### config.mk
export PLATFORM = sky130hd
export DESIGN_NAME = cefa_top
export DESIGN_NICKNAME = d
export VERILOG_FILES = /design/src/include/cefa_pkg.sv /design/src/hdl/cefa_axil.sv /design/src/hdl/cefa_top.sv
export VERILOG_INCLUDE_DIRS = /design/src /design/src/include
export SDC_FILE = /design/constraint.sdc
export NUM_CORES = 1
export LEC_CHECK = 0
export BUFFER_PORTS_ARGS = -buffer_cell sky130_fd_sc_hd__buf_2
export CAP_MARGIN = 10
export CORE_MARGIN = 1.5
export CORE_UTILIZATION = 30
export CTS_CLUSTER_DIAMETER = 30
export CTS_CLUSTER_SIZE = 16
export DETAILED_ROUTE_END_ITERATION = 10
export GPL_TIMING_DRIVEN = 0
export HOLD_SLACK_MARGIN = 0.03
export MAX_ROUTING_LAYER = met4
export PLACE_DENSITY = 0.49
export SETUP_SLACK_MARGIN = 0.05
export SYNTH_ARGS = -nofsm -noshare
export SYNTH_HDL_FRONTEND = slang
export SYNTH_SLANG_ARGS = --single-unit
### constraint.sdc
create_clock -name MCLK -period 2.5 [get_ports MCLK]
set_input_delay 0.25 -clock MCLK [delete_from_list [all_inputs] [get_ports MCLK]]
set_output_delay 0.25 -clock MCLK [all_outputs]
set_load 0.02 [all_outputs]
### src/include/cefa_params.svh
/*
  Offsets, field positions, reset values and bus constants of the control
  endpoint buffer access block.
  Assumes inclusion by bare name from design files that need these values.
*/
`ifndef CEFA_PARAMS_SVH
`define CEFA_PARAMS_SVH

// Register indices and byte addresses (four bytes per index)
`define CEFA_SEL_INDEX     8'h30
`define CEFA_CTL_INDEX     8'h32
`define CEFA_SEL_ADDR      8'hC0
`define CEFA_CTL_ADDR      8'hC8
`define CEFA_ADDR_W        8

// Buffer select register fields
`define CEFA_SEL_READ_COUNT_MODE      15
`define CEFA_SEL_OCTL      10
`define CEFA_SEL_SWAP      7
`define CEFA_SEL_DIR       0

// Buffer control register fields
`define CEFA_CTL_PID_HI    15
`define CEFA_CTL_PID_LO    14
`define CEFA_CTL_VALID     13
`define CEFA_CTL_BUFFER_CLEAR      12
`define CEFA_CTL_RDY       11
`define CEFA_CTL_STATUS_COMPLETION      10
`define CEFA_CTL_LEN_HI    8

// Reset values
`define CEFA_SEL_RESET     16'h0000
`define CEFA_CTL_RESET     16'h0800
`define CEFA_RST_RDY       1'b1

// Received length width and port steps
`define CEFA_LEN_W         9
`define CEFA_STEP_8BIT     9'h001
`define CEFA_STEP_16BIT    9'h002

// AXI responses
`define CEFA_RESP_OKAY     2'h0
`define CEFA_RESP_SLVERR   2'h2

`endif

### src/include/cefa_pkg.sv
/*
  Types of the control endpoint buffer access block.
  Assumes nothing beyond a SystemVerilog compiler.
*/
package cefa_pkg;

  // Response handshake codes
  typedef enum logic [1:0] {
    CEFA_HS_NAK   = 2'h0,
    CEFA_HS_BUF   = 2'h1,
    CEFA_HS_STALL = 2'h2,
    CEFA_HS_STL2  = 2'h3
  } cefa_hs_t;

  // Answer given to the host at a stage
  typedef enum logic [2:0] {
    CEFA_ANS_NAK   = 3'h1,
    CEFA_ANS_DONE  = 3'h2,
    CEFA_ANS_STALL = 3'h4
  } cefa_ans_t;

  // Register bus slave states
  typedef enum logic [2:0] {
    CEFA_BUS_IDLE = 3'h1,
    CEFA_BUS_WRSP = 3'h2,
    CEFA_BUS_RRSP = 3'h4
  } cefa_bus_t;

endpackage

### src/hdl/cefa_axil.sv
/*
  AXI4-Lite slave for the two endpoint buffer registers.
  Assumes the owner supplies both read values from flip-flops and acts on
  the one-cycle write pulse with its byte mask.
*/
`timescale 1ns/100ps
`include "cefa_params.svh"

module cefa_axil
  import cefa_pkg::*;
(
  // Clock and reset
  input  wire logic                    clk,
  input  wire logic                    rst_n,
  // Write address and data
  input  wire logic [`CEFA_ADDR_W-1:0] awaddr,
  input  wire logic                    awvalid,
  output logic                         awready,
  input  wire logic [31:0]             wdata,
  input  wire logic [3:0]              wstrb,
  input  wire logic                    wvalid,
  output logic                         wready,
  // Write response
  output logic [1:0]                   bresp,
  output logic                         bvalid,
  input  wire logic                    bready,
  // Read address and data
  input  wire logic [`CEFA_ADDR_W-1:0] araddr,
  input  wire logic                    arvalid,
  output logic                         arready,
  output logic [31:0]                  rdata,
  output logic [1:0]                   rresp,
  output logic                         rvalid,
  input  wire logic                    rready,
  // Register side
  input  wire logic [15:0]             sel_rd,
  input  wire logic [15:0]             ctl_rd,
  output logic                         wr_sel,
  output logic                         wr_ctl,
  output logic [15:0]                  wr_data,
  output logic [15:0]                  wr_mask
);

  typedef struct packed {
    cefa_bus_t               state;
    logic                    aw_got;
    logic                    w_got;
    logic [`CEFA_ADDR_W-1:0] addr;
    logic [15:0]             data;
    logic [1:0]              strb;
    logic                    awready;
    logic                    wready;
    logic                    arready;
    logic                    bvalid;
    logic [1:0]              bresp;
    logic                    rvalid;
    logic [15:0]             rdata;
    logic [1:0]              rresp;
    logic                    wr_sel;
    logic                    wr_ctl;
  } cefa_axil_st_t;

  cefa_axil_st_t q_ff;
  cefa_axil_st_t nxt_q;

  always_comb begin
    nxt_q        = q_ff;
    nxt_q.wr_sel = 1'b0;
    nxt_q.wr_ctl = 1'b0;
    case (q_ff.state)
      CEFA_BUS_IDLE: begin
        if (awvalid && q_ff.awready) begin
          nxt_q.addr    = awaddr;
          nxt_q.aw_got  = 1'b1;
          nxt_q.awready = 1'b0;
        end
        if (wvalid && q_ff.wready) begin
          nxt_q.data   = wdata[15:0];
          nxt_q.strb   = wstrb[1:0];
          nxt_q.w_got  = 1'b1;
          nxt_q.wready = 1'b0;
        end
        if (arvalid && q_ff.arready) begin
          // Read taken first; a write caught alongside waits for it
          nxt_q.arready = 1'b0;
          nxt_q.awready = 1'b0;
          nxt_q.wready  = 1'b0;
          nxt_q.rvalid  = 1'b1;
          nxt_q.state   = CEFA_BUS_RRSP;
          if (araddr == `CEFA_SEL_ADDR) begin
            nxt_q.rdata = sel_rd;
            nxt_q.rresp = `CEFA_RESP_OKAY;
          end else if (araddr == `CEFA_CTL_ADDR) begin
            nxt_q.rdata = ctl_rd;
            nxt_q.rresp = `CEFA_RESP_OKAY;
          end else begin
            nxt_q.rdata = 16'h0000;
            nxt_q.rresp = `CEFA_RESP_SLVERR;
          end
        end else if (q_ff.aw_got && q_ff.w_got) begin
          nxt_q.arready = 1'b0;
          nxt_q.bvalid  = 1'b1;
          nxt_q.state   = CEFA_BUS_WRSP;
          nxt_q.wr_sel  = (q_ff.addr == `CEFA_SEL_ADDR);
          nxt_q.wr_ctl  = (q_ff.addr == `CEFA_CTL_ADDR);
          nxt_q.bresp   = ((q_ff.addr == `CEFA_SEL_ADDR) || (q_ff.addr == `CEFA_CTL_ADDR))
                          ? `CEFA_RESP_OKAY : `CEFA_RESP_SLVERR;
        end else begin
          nxt_q.arready = ~nxt_q.aw_got & ~nxt_q.w_got;
        end
      end
      CEFA_BUS_WRSP: begin
        if (bready) begin
          nxt_q.bvalid  = 1'b0;
          nxt_q.aw_got  = 1'b0;
          nxt_q.w_got   = 1'b0;
          nxt_q.awready = 1'b1;
          nxt_q.wready  = 1'b1;
          nxt_q.arready = 1'b1;
          nxt_q.state   = CEFA_BUS_IDLE;
        end
      end
      CEFA_BUS_RRSP: begin
        if (rready) begin
          nxt_q.rvalid  = 1'b0;
          nxt_q.awready = ~q_ff.aw_got;
          nxt_q.wready  = ~q_ff.w_got;
          nxt_q.arready = ~q_ff.aw_got & ~q_ff.w_got;
          nxt_q.state   = CEFA_BUS_IDLE;
        end
      end
      default: begin
        nxt_q = '0;
        nxt_q.state = CEFA_BUS_IDLE;
      end
    endcase
  end

  always_ff @(posedge clk) begin
    if (!rst_n) begin
      q_ff         <= '0;
      q_ff.state   <= CEFA_BUS_IDLE;
      q_ff.awready <= 1'b1;
      q_ff.wready  <= 1'b1;
      q_ff.arready <= 1'b1;
    end else begin
      q_ff <= nxt_q;
    end
  end

  assign awready = q_ff.awready;
  assign wready  = q_ff.wready;
  assign arready = q_ff.arready;
  assign bvalid  = q_ff.bvalid;
  assign bresp   = q_ff.bresp;
  assign rvalid  = q_ff.rvalid;
  assign rdata   = {16'h0000, q_ff.rdata};
  assign rresp   = q_ff.rresp;
  assign wr_sel  = q_ff.wr_sel;
  assign wr_ctl  = q_ff.wr_ctl;
  assign wr_data = q_ff.data;
  assign wr_mask = {{8{q_ff.strb[1]}}, {8{q_ff.strb[0]}}};

endmodule // cefa_axil

### src/hdl/cefa_top.sv
/*
  Control endpoint buffer access: direction, port width, byte order,
  received length, response handshake, buffer valid, buffer clear,
  access-ready flag and status completion for endpoint 0.
  Assumes the buffer and serial engine report their events as one-cycle
  pulses synchronous to MCLK and act on the pulses and levels given here.
*/
// Notes on behaviour
// Count mode 0: length holds during reads, clears once all data read.
// Count mode 1: length drops per read, one in 8-bit, two in 16-bit.
// Width bit 0 gives 16-bit port; 1 gives 8-bit, upper byte invalid.
// Width pin forcing 8-bit overrides width bit, which then reads 0.
// Software sets width before receive; not changed while ready flag is 1.
// Swap 0: even byte low, odd byte high; swap 1 exchanges them.
// Software never sets byte swap while the port is 8 bits wide.
// Direction 0 selects control-write buffer, 1 the control-read buffer.
// Handshake 00 NAK, 01 by buffer state, 1x STALL.
// Write direction: valid shows readable data; writes to it ignored.
// Read direction: valid shows write done; writing 1 forces short packet.
// Writing 1 to clear empties the CPU-side buffer per direction; 0 nothing. Code: a valid read-direction buffer pulses the SIE-side clear instead.
// Software sets NAK before clearing a valid read-direction buffer.
// Ready flag reads 1 while port and fields are inaccessible; resets 1.
// Completion 0 answers NAK at status; 1 completes status normally.
// Length field bits 8 to 0 hold bytes received in control write.
// Software writes zero to all reserved bits of both registers.
// Write direction: valid sets when reception into the buffer completes.
// Setup token clears the completion bit.
// Setup token forces the handshake field to NAK.
// Both 16-bit registers reachable at fixed addresses over the bus.
`timescale 1ns/100ps
`include "cefa_params.svh"

module cefa_top
  import cefa_pkg::*;
(
  // Clock and reset
  input  wire logic                    MCLK,
  input  wire logic                    RSTN,
  // AXI4-Lite write
  input  wire logic [`CEFA_ADDR_W-1:0] S_AXI_AWADDR,
  input  wire logic                    S_AXI_AWVALID,
  output logic                         S_AXI_AWREADY,
  input  wire logic [31:0]             S_AXI_WDATA,
  input  wire logic [3:0]              S_AXI_WSTRB,
  input  wire logic                    S_AXI_WVALID,
  output logic                         S_AXI_WREADY,
  output logic [1:0]                   S_AXI_BRESP,
  output logic                         S_AXI_BVALID,
  input  wire logic                    S_AXI_BREADY,
  // AXI4-Lite read
  input  wire logic [`CEFA_ADDR_W-1:0] S_AXI_ARADDR,
  input  wire logic                    S_AXI_ARVALID,
  output logic                         S_AXI_ARREADY,
  output logic [31:0]                  S_AXI_RDATA,
  output logic [1:0]                   S_AXI_RRESP,
  output logic                         S_AXI_RVALID,
  input  wire logic                    S_AXI_RREADY,
  // Strap
  input  wire logic                    WIDTH_SELECT_PIN,
  // Buffer and serial engine events and levels
  input  wire logic                    SETUP_RX,
  input  wire logic                    RX_DONE,
  input  wire logic [8:0]              RX_LEN,
  input  wire logic                    TX_WR_DONE,
  input  wire logic                    TX_DONE,
  input  wire logic                    BUF_BUSY,
  input  wire logic                    DPORT_RD,
  input  wire logic [15:0]             BUF_WORD,
  // Data port lanes
  output logic [15:0]                  DPORT_WORD,
  // Controls to buffer and serial engine
  output logic                         DIR_SEL,
  output logic                         PORT_8BIT,
  output logic [2:0]                   DATA_ANSWER,
  output logic [2:0]                   STATUS_ANSWER,
  output logic                         FORCE_SHORT,
  output logic                         CLR_CPU_BUF,
  output logic                         CLR_SIE_BUF
);

  typedef struct packed {
    logic                  read_count_mode;
    logic                  port_8bit_bit;
    logic                  byte_swap;
    logic                  direction_select;
    cefa_hs_t              response_handshake;
    logic                  buffer_valid;
    logic                  access_ready_flag;
    logic                  status_completion;
    logic [`CEFA_LEN_W-1:0] received_length;
    logic [`CEFA_LEN_W-1:0] remaining;
    logic                  port_8bit;
    logic [15:0]           dport_word;
    cefa_ans_t             data_answer;
    cefa_ans_t             status_answer;
    logic                  force_short;
    logic                  clr_cpu;
    logic                  clr_sie;
  } cefa_top_st_t;

  cefa_top_st_t q_ff;
  cefa_top_st_t nxt_q;

  logic                   wr_sel;
  logic                   wr_ctl;
  logic [15:0]            wr_data;
  logic [15:0]            wr_mask;
  logic [15:0]            sel_rd;
  logic [15:0]            ctl_rd;
  logic                   eff_8bit;
  logic [`CEFA_LEN_W-1:0] step;

  cefa_axil u_axil (
    .clk     (MCLK),
    .rst_n   (RSTN),
    .awaddr  (S_AXI_AWADDR),
    .awvalid (S_AXI_AWVALID),
    .awready (S_AXI_AWREADY),
    .wdata   (S_AXI_WDATA),
    .wstrb   (S_AXI_WSTRB),
    .wvalid  (S_AXI_WVALID),
    .wready  (S_AXI_WREADY),
    .bresp   (S_AXI_BRESP),
    .bvalid  (S_AXI_BVALID),
    .bready  (S_AXI_BREADY),
    .araddr  (S_AXI_ARADDR),
    .arvalid (S_AXI_ARVALID),
    .arready (S_AXI_ARREADY),
    .rdata   (S_AXI_RDATA),
    .rresp   (S_AXI_RRESP),
    .rvalid  (S_AXI_RVALID),
    .rready  (S_AXI_RREADY),
    .sel_rd  (sel_rd),
    .ctl_rd  (ctl_rd),
    .wr_sel  (wr_sel),
    .wr_ctl  (wr_ctl),
    .wr_data (wr_data),
    .wr_mask (wr_mask)
  );

  // Pin overrides the width bit
  assign eff_8bit = WIDTH_SELECT_PIN | q_ff.port_8bit_bit;
  assign step     = eff_8bit ? `CEFA_STEP_8BIT : `CEFA_STEP_16BIT;

  // Read views; reserved and clear bits read as zero
  always_comb begin
    sel_rd                   = 16'h0000;
    sel_rd[`CEFA_SEL_READ_COUNT_MODE]   = q_ff.read_count_mode;
    sel_rd[`CEFA_SEL_OCTL]   = q_ff.port_8bit_bit & ~WIDTH_SELECT_PIN;
    sel_rd[`CEFA_SEL_SWAP]   = q_ff.byte_swap;
    sel_rd[`CEFA_SEL_DIR]    = q_ff.direction_select;
    ctl_rd                   = 16'h0000;
    ctl_rd[`CEFA_CTL_PID_HI:`CEFA_CTL_PID_LO] = q_ff.response_handshake;
    ctl_rd[`CEFA_CTL_VALID]  = q_ff.buffer_valid;
    ctl_rd[`CEFA_CTL_RDY]    = q_ff.access_ready_flag;
    ctl_rd[`CEFA_CTL_STATUS_COMPLETION]   = q_ff.status_completion;
    ctl_rd[`CEFA_CTL_LEN_HI:0] = q_ff.received_length;
  end

  always_comb begin
    nxt_q             = q_ff;
    nxt_q.force_short = 1'b0;
    nxt_q.clr_cpu     = 1'b0;
    nxt_q.clr_sie     = 1'b0;

    // Select register writes, per byte lane
    if (wr_sel) begin
      if (wr_mask[`CEFA_SEL_READ_COUNT_MODE]) begin
        nxt_q.read_count_mode = wr_data[`CEFA_SEL_READ_COUNT_MODE];
      end
      if (wr_mask[`CEFA_SEL_OCTL]) begin
        nxt_q.port_8bit_bit = wr_data[`CEFA_SEL_OCTL];
      end
      if (wr_mask[`CEFA_SEL_SWAP]) begin
        nxt_q.byte_swap = wr_data[`CEFA_SEL_SWAP];
      end
      if (wr_mask[`CEFA_SEL_DIR]) begin
        nxt_q.direction_select = wr_data[`CEFA_SEL_DIR];
      end
    end

    // Control register writes
    if (wr_ctl) begin
      if (wr_mask[`CEFA_CTL_PID_HI]) begin
        nxt_q.response_handshake =
          cefa_hs_t'(wr_data[`CEFA_CTL_PID_HI:`CEFA_CTL_PID_LO]);
      end
      if (wr_mask[`CEFA_CTL_STATUS_COMPLETION]) begin
        nxt_q.status_completion = wr_data[`CEFA_CTL_STATUS_COMPLETION];
      end
      if (wr_mask[`CEFA_CTL_VALID] && q_ff.direction_select) begin
        // Clear runs first so a joint write leaves an empty, completed buffer
        if (wr_data[`CEFA_CTL_BUFFER_CLEAR]) begin
          if (q_ff.buffer_valid) begin
            nxt_q.clr_sie      = 1'b1;
            nxt_q.buffer_valid = 1'b0;
          end else begin
            nxt_q.clr_cpu = 1'b1;
          end
        end
        if (wr_data[`CEFA_CTL_VALID]) begin
          nxt_q.buffer_valid = 1'b1;
          nxt_q.force_short  = 1'b1;
        end
      end else if (wr_mask[`CEFA_CTL_VALID] && wr_data[`CEFA_CTL_BUFFER_CLEAR]
                   && q_ff.buffer_valid) begin
        // Write direction: valid bit itself ignores writes
        nxt_q.clr_cpu         = 1'b1;
        nxt_q.buffer_valid    = 1'b0;
        nxt_q.received_length = '0;
        nxt_q.remaining       = '0;
      end
    end

    // Data port reads in the write direction
    if (DPORT_RD && !q_ff.direction_select && q_ff.buffer_valid) begin
      if (q_ff.remaining > step) begin
        nxt_q.remaining = q_ff.remaining - step;
        if (q_ff.read_count_mode) begin
          nxt_q.received_length = q_ff.received_length - step;
        end
      end else begin
        // Last data read out
        nxt_q.remaining       = '0;
        nxt_q.received_length = '0;
        nxt_q.buffer_valid    = 1'b0;
      end
    end

    // Transmit side events in the read direction
    if (q_ff.direction_select && TX_DONE) begin
      nxt_q.buffer_valid = 1'b0;
    end
    if (q_ff.direction_select && TX_WR_DONE) begin
      nxt_q.buffer_valid = 1'b1;
    end

    // Reception complete wins over any clear in the same cycle
    if (!q_ff.direction_select && RX_DONE) begin
      nxt_q.buffer_valid    = 1'b1;
      nxt_q.received_length = RX_LEN;
      nxt_q.remaining       = RX_LEN;
    end

    // Setup token overrides software
    if (SETUP_RX) begin
      nxt_q.status_completion  = 1'b0;
      nxt_q.response_handshake = CEFA_HS_NAK;
    end

    nxt_q.access_ready_flag = BUF_BUSY;
    nxt_q.port_8bit         = eff_8bit;

    // Lane steering of the buffer word
    if (eff_8bit) begin
      nxt_q.dport_word = {8'h00, BUF_WORD[7:0]};
    end else if (q_ff.byte_swap) begin
      nxt_q.dport_word = {BUF_WORD[7:0], BUF_WORD[15:8]};
    end else begin
      nxt_q.dport_word = BUF_WORD;
    end

    // Stage answers
    case (nxt_q.response_handshake)
      CEFA_HS_NAK: begin
        nxt_q.data_answer   = CEFA_ANS_NAK;
        nxt_q.status_answer = CEFA_ANS_NAK;
      end
      CEFA_HS_BUF: begin
        nxt_q.data_answer   = CEFA_ANS_DONE;
        nxt_q.status_answer = nxt_q.status_completion
                              ? CEFA_ANS_DONE : CEFA_ANS_NAK;
      end
      default: begin
        nxt_q.data_answer   = CEFA_ANS_STALL;
        nxt_q.status_answer = CEFA_ANS_STALL;
      end
    endcase
  end

  always_ff @(posedge MCLK) begin
    if (!RSTN) begin
      q_ff                   <= '0;
      q_ff.access_ready_flag <= `CEFA_RST_RDY;
      q_ff.data_answer       <= CEFA_ANS_NAK;
      q_ff.status_answer     <= CEFA_ANS_NAK;
      q_ff.port_8bit         <= 1'b0;
    end else begin
      q_ff <= nxt_q;
    end
  end

  assign DPORT_WORD    = q_ff.dport_word;
  assign DIR_SEL       = q_ff.direction_select;
  assign PORT_8BIT     = q_ff.port_8bit;
  assign DATA_ANSWER   = q_ff.data_answer;
  assign STATUS_ANSWER = q_ff.status_answer;
  assign FORCE_SHORT   = q_ff.force_short;
  assign CLR_CPU_BUF   = q_ff.clr_cpu;
  assign CLR_SIE_BUF   = q_ff.clr_sie;

endmodule // cefa_top

==> results.toml, run 1 <==
[run_status]
status = "completed"

[sta]
hold_viol = 0
worst_pin_slew_ns = 0.747
slew_viol_final = 0
period_needed_ns = 2.21
max_freq_mhz = 452
hold-worst-slack_ns = 0.0993
max_slew_margin_pct = 50.2
finalClockSkew_ns = 0.00506
fin_crit_sh_pct = 88.4
setup_viol = 0
rsz0062_at_grt = "false"

[cells_and_area]
area_delta_synth_final_pct = 26.0
nFillCells = 1548
layout-drive-gt1-share_pct = 29.5
nNetsFinal = 780
design_area_um2 = 5850

[synthesis]
synth_xor_area_share_pct = 0.754
ys_seq_area_share_pct = 41.8
synthAdderAreaFrac_pct = 1.94
synth_top_family_by_area = "simple AND/OR/NAND/NOR gates"
synth_top_cell_by_area = "dfxtp_1"
netlist.area_leader.share_pct = 41.8
async_flop_share_pct = 0
synthDistinctLibCells = 63
postSynthAreaPerCell_um2 = 8.57
synth_mux_area_share_pct = 4.31
ys.flop_type = "dfxtp_1"
syn_inst = 542
synthTopCellsByArea = "dfxtp_1, buf_4, nor2_1, nand2_1, mux2i_1"
synth-simple-area-share_pct = 21.6
yosysWarnings = 0
synth-edff-count = 0
synth_compound_area_share_pct = 16.8
synthesis.area_um2 = 4640
ys_seq_elements = 97

[critical_path]
start_kind = "flip-flop"
worstSetupPathType = "reg -> reg"
crit_slowest_cell = "or3b_1"
cp_num_buf_inv = 1
required_ns = 2.77
worst_ep_arrival_time_ns = 2.48
path_delay_family = "simple AND/OR/NAND/NOR gates"
critical_path.endpoint_type = "flip-flop"
cp_cell_sequence = "nor2_4, inv_1, ha_1, fa_1, or3b_1, nor4_1, xor2_1, nand3_1, a21oi_1"
cpPeakStageDelay_ns = 0.43
path_max_fanout = 5

[floorplanning]
fp.dieW_um = 127
dieArea_um2 = 16200
num_rows = 45
start_util_pct = 30.7
ioPinCount = 159
core-area_um2 = 15100
die_h_um = 127

[global_route]
grt_antenna_before_repair = 1
grt.total_usage_pct = 16.5
gr-total-overflow = 0
grt_start_max_net_pins = 15
grt_pass1_vias = 4023
grt_pass1_wl_um = 20400

[power_and_ir_drop]
power.density_nw_per_um2 = 631
max-vdd-ir-drop_uv = 322
power.leakage_nw = 2.63

[clock_network]
cts_tree = "yes"
clkLatencyLatePin_ns = 0.34
root_buffer = "clkbuf_16"
cts.path.max_buffers = 2
cts.sinks = 97
cts-buffers-inserted = 9
clk_pin_slew_ns = 0.06
hold_buffers = 0
htreeDepth = 3

[placement]
dpl.hpwl_um = 9740
place_congestion = 0.834
place_area_um2 = 5500
io_buffers = 109

[drt]
drt_pass1_iterations = 5
wirelength_um = 12800
vias_per_cell = 4.77
wire_per_inst_um = 14.6
drtIter0Drc = 322
drc = 0
num_vias = 4187
ant_nets = 0

[job]
maxCapViolCount = 0

[hold_path]
min_path_type = "in -> reg"
==> logic make-up after synthesis <==
kind of cell / after synthesis
multiplexers: 20
other: 1
buffers and inverters: 91
AO/OA/AOI/OAI: 118
flip-flops: 97
AND/OR/NAND/NOR: 205
adder cells (fa/ha/maj): 6
XOR/XNOR: 4
==> cells in the mapped netlist (all sizes together), types with 2 or more instances <==
library cell  count
nor3              9
a21boi            3
nand4b            2
nand3            14
nor2b             6
a21oi            39
or3b              3
o21a              2
fa                2
or4               2
o31ai             4
nor3b             3
and3              3
nand2            56
dfxtp            97
nand4             2
inv              11
clkbuf           11
ha                4
a31oi            11
nor2             71
or2               2
clkinv            2
and2              3
nor4b             3
o21ai            12
a22o             10
or3               4
mux2i            20
o311a             2
a22oi            21
buf              67
xor2              3
nor4              6
o22ai             5
a222oi            2
nand2b           10
==> through the flow <==
stage	setup slack (ns)	setup TNS (ns)	std cells	util, %	power, mW
floorplan	0.221	0	561	-	2.09
detailed placement	-0.374	-5.46	858	36.3	2.28
global route	0.0755	0	877	38.6	3.87
global placement	-0.306	-4.48	858	36.3	2.27
finish	0.289	0	877	38.6	3.69
CTS	0.0718	0	874	38.4	3.73
==> worst reg2reg max path, stage by stage (launching register included) <==
cell and delay (ns):
dfxtp_1 0.39, nor2_4 0.06, inv_1 0.15, ha_1 0.22, fa_1 0.21, or3b_1 0.43, nor4_1 0.25, xor2_1 0.19
nand3_1 0.10, a21oi_1 0.15
==> placed cells by master, fill, tap and decap left out, types with 11 or more instances in the layout <==
cell      instances
a21oi_1          37
a22oi_1          21
buf_2           113
buf_4            62
clkbuf_1         13
conb_1           20
dfxtp_1          97
inv_1            11
mux2i_1          20
nand2_1          56
nand3_1          14
nor2_1           69
==> per-layer routing <==
layer  global-route usage [%]  vias up  part of all wire, %
li1                         -     2106                    -
met1                     19.9     1942                   44
met2                     26.4      118                   47
met3                     5.07       21                  6.4
met4                     5.21        0                  1.8
met5                        -        -                    0
==> area by class of cell <==
| cell class | instances | area, um^2 | share of cell area, % |
|---|---|---|---|
| Multi-Input combinational cell | 373 | 2220 | 37.9 |
| Antenna cell | 1 | 2.50 | 0.0428 |
| Sequential cell | 97 | 1940 | 33.2 |
| Clock inverter | 2 | 35.0 | 0.599 |
| Timing Repair Buffer | 111 | 561 | 9.58 |
| Clock buffer | 14 | 274 | 4.68 |
| Buffer | 78 | 538 | 9.19 |
| Tap cell | 188 | 235 | 4.02 |
| Inverter | 13 | 48.8 | 0.834 |
==> registers in the layout (all words and copies together), names as in the netlist, 2 cells and up <==
| name | cells |
|---|---|
| u_axil.rdata | 14 |
| ctl_rd | 14 |
| u_axil.wr_data | 7 |
| u_axil.wr_mask | 2 |
| q_ff | 12 |
| STATUS_ANSWER | 2 |
| u_axil.q_ff | 13 |
| DPORT_WORD | 16 |
| DATA_ANSWER | 3 |
==> path summary, 6_finish.rpt <==
path / from / end / slack, ns / depth (start not counted)
max: q_ff[51]$_SDFFE_PN0P_ / ctl_rd[6]$_SDFF_PN0_ / 0.29 / 9
min reg2reg: ctl_rd[11]$_SDFF_PN1_ / u_axil.rdata[11]$_SDFFE_PN0P_ / 0.44 / 1
min: BUF_BUSY / ctl_rd[11]$_SDFF_PN1_ / 0.1 / 2
max reg2reg: q_ff[51]$_SDFFE_PN0P_ / ctl_rd[6]$_SDFF_PN0_ / 0.29 / 9
==> power breakdown <==
| part | internal (mW) | switching [mW] | total, mW |
|---|---|---|---|
| Clock | 0.857 | 0.578 | 1.44 |
| Sequential | 1.62 | 0.0510 | 1.67 |
| Combinational | 0.240 | 0.349 | 0.589 |
==> timing repair <==
| item | 4_1_cts | 5_1_grt |
|---|---|---|
| gates resized for setup | 2 | 4 |
| setup endpoints to repair | 19 | 17 |
| gates cloned | 0 | 0 |
| setup buffers | 0 | 2 |
| pin swaps | 0 | 1 |
Power figures use the tool's default switching activity.
==> run 2, diff against run 1 <==
- CORE_MARGIN: 1.5 -> default
==> run 2 against run 1 <==
Net effect:
- power shrank 1.4%
- flip-flop and latch count unchanged
- final cell count fell by 0.23%
- die area shrank 1.6%
- count of clock-buffer cells in the layout shrank 1
- first-iteration DRC count down 31%
- via count fell by 0.38%
- clock power is 3% lower
- sequential share of layout area is 0.16 points higher
- highest routed layer unchanged
==> results.toml, run 2 (synthesis gave the netlist of run 1 again) <==
[cells_and_area]
largest_reg_flops = 16
final-instance-count-excl-fill = 875
utilization_pct = 38.5
num_antenna_cells = 0
area_delta_synth_final_pct = 25.4
layout-drive-gt1-share_pct = 29.3
design_area_um2 = 5830
most-common-layout-cells = "buf_2, dfxtp_1, nor2_1"
final_common_cell = "buf_2"
nNetsFinal = 779

[global_route]
grt_start_max_net_pins = 15
gr-total-overflow = 0
grt_antenna_before_repair = 0
grt.total_usage_pct = 16.9
grt_pass1_wl_um = 20200
grt_pass1_vias = 3928

[job]
maxCapViolCount = 0

[critical_path]
path_max_fanout = 5
path_delay_family = "simple AND/OR/NAND/NOR gates"
start_kind = "flip-flop"
cpPeakStageDelay_ns = 0.42
cp_num_buf_inv = 1
regToRegSetupSlack_ns = 0.32
cp_cell_sequence = "nor2_4, inv_1, ha_1, fa_1, or3b_1, nor4_1, xor2_1, nand3_1, a21oi_1"
required_ns = 2.78
crit_slowest_cell = "or3b_1"
worst_ep_arrival_time_ns = 2.46
critical_path.endpoint_type = "flip-flop"
worstSetupPathType = "reg -> reg"

[run_status]
status = "completed"

[drt]
wire_per_inst_um = 14.5
drtIter0Drc = 221
num_vias = 4171
wirelength_um = 12700
vias_per_cell = 4.77
drc = 0
ant_nets = 0
drt_pass1_iterations = 5

[sta]
worst_pin_slew_ns = 0.755
fin_crit_sh_pct = 87.3
slew_viol_final = 0
hold_viol = 0
max_freq_mhz = 458
rsz0062_at_grt = "false"
period_needed_ns = 2.18
max_slew_margin_pct = 49.3
setup_viol = 0
fin_setup_tns_ns = 0
finalClockSkew_ns = 0.00591

[floorplanning]
core-area_um2 = 15100
ioPinCount = 159
die_h_um = 126
num_rows = 45
dieArea_um2 = 16000
fp.dieW_um = 126
start_util_pct = 30.7

[power_and_ir_drop]
power.leakage_nw = 2.62
max-vdd-ir-drop_uv = 307
power_mw = 3.64
power.density_nw_per_um2 = 625

[clock_network]
hold_buffers = 0
cts_tree = "yes"
cts-buffers-inserted = 9
root_buffer = "clkbuf_16"
cts.path.max_buffers = 2
clkLatencyLatePin_ns = 0.35
htreeDepth = 3
clk_pin_slew_ns = 0.06
cts.sinks = 97

[placement]
dp_cells = 858
io_buffers = 109
place_congestion = 0.801
place_area_um2 = 5500
dpl.hpwl_um = 9650

[hold_path]
min_path_type = "in -> reg"
run 2: repair_timing:
item	CTS	global route
setup endpoints to repair	19	4
gates cloned	0	0
gates resized for setup	5	2
setup buffers	0	1
pin swaps	0	1
run 2: routing by layer:
metal  global-route usage (%)  wire, um  up-vias  part of all wire, %
li1                         -         -     2113                    -
met1                     20.2      5750     1947                   45
met2                     27.2      6190       98                   49
met3                     4.09       579       13                  4.6
met4                     7.23       208        0                  1.6
met5                        -         0        -                    0
run 2: power by group:
| group | switching, mW | internal (mW) | total (mW) | leakage, nW |
|---|---|---|---|---|
| clock network | 0.585 | 0.801 | 1.39 | 0.144 |
| logic | 0.347 | 0.240 | 0.586 | 1.68 |
| registers | 0.0507 | 1.62 | 1.67 | 0.794 |
| total | 0.982 | 2.66 | 3.64 | 2.62 |
run 2: layout make-up:
cell class / instances / area [um^2]
flip-flops and latches: 97 / 1940
fillers: 1564 / 9320
clock inverters: 3 / 40.0
multi-input cells: 373 / 2220
plain buffers: 78 / 538
inverters: 13 / 48.8
well taps: 188 / 235
repair buffers: 110 / 553
clock buffers: 13 / 250
run 2: worst register-to-register path, stage by stage (launching register included):
cell and delay [ns]:
dfxtp_1 0.39, nor2_4 0.06, inv_1 0.15, ha_1 0.22, fa_1 0.21, or3b_1 0.42, nor4_1 0.25, xor2_1 0.18
nand3_1 0.09, a21oi_1 0.15
run 2: worst paths after layout:
kind | startpoint | end | cells past startpoint
max | q_ff[51]$_SDFFE_PN0P_ | ctl_rd[6]$_SDFF_PN0_ | 9
max reg2reg | q_ff[51]$_SDFFE_PN0P_ | ctl_rd[6]$_SDFF_PN0_ | 9
min | BUF_BUSY | ctl_rd[11]$_SDFF_PN1_ | 2
min reg2reg | ctl_rd[11]$_SDFF_PN1_ | u_axil.rdata[11]$_SDFFE_PN0P_ | 1
run 2: per-stage QoR:
stage	worst slack [ns]	hold WS, ns
floorplan	0.221	0.329
global placement	-0.317	0.430
detailed placement	-0.390	0.435
CTS	0.152	0.0912
global route	0.143	0.0884
finish	0.317	0.0972
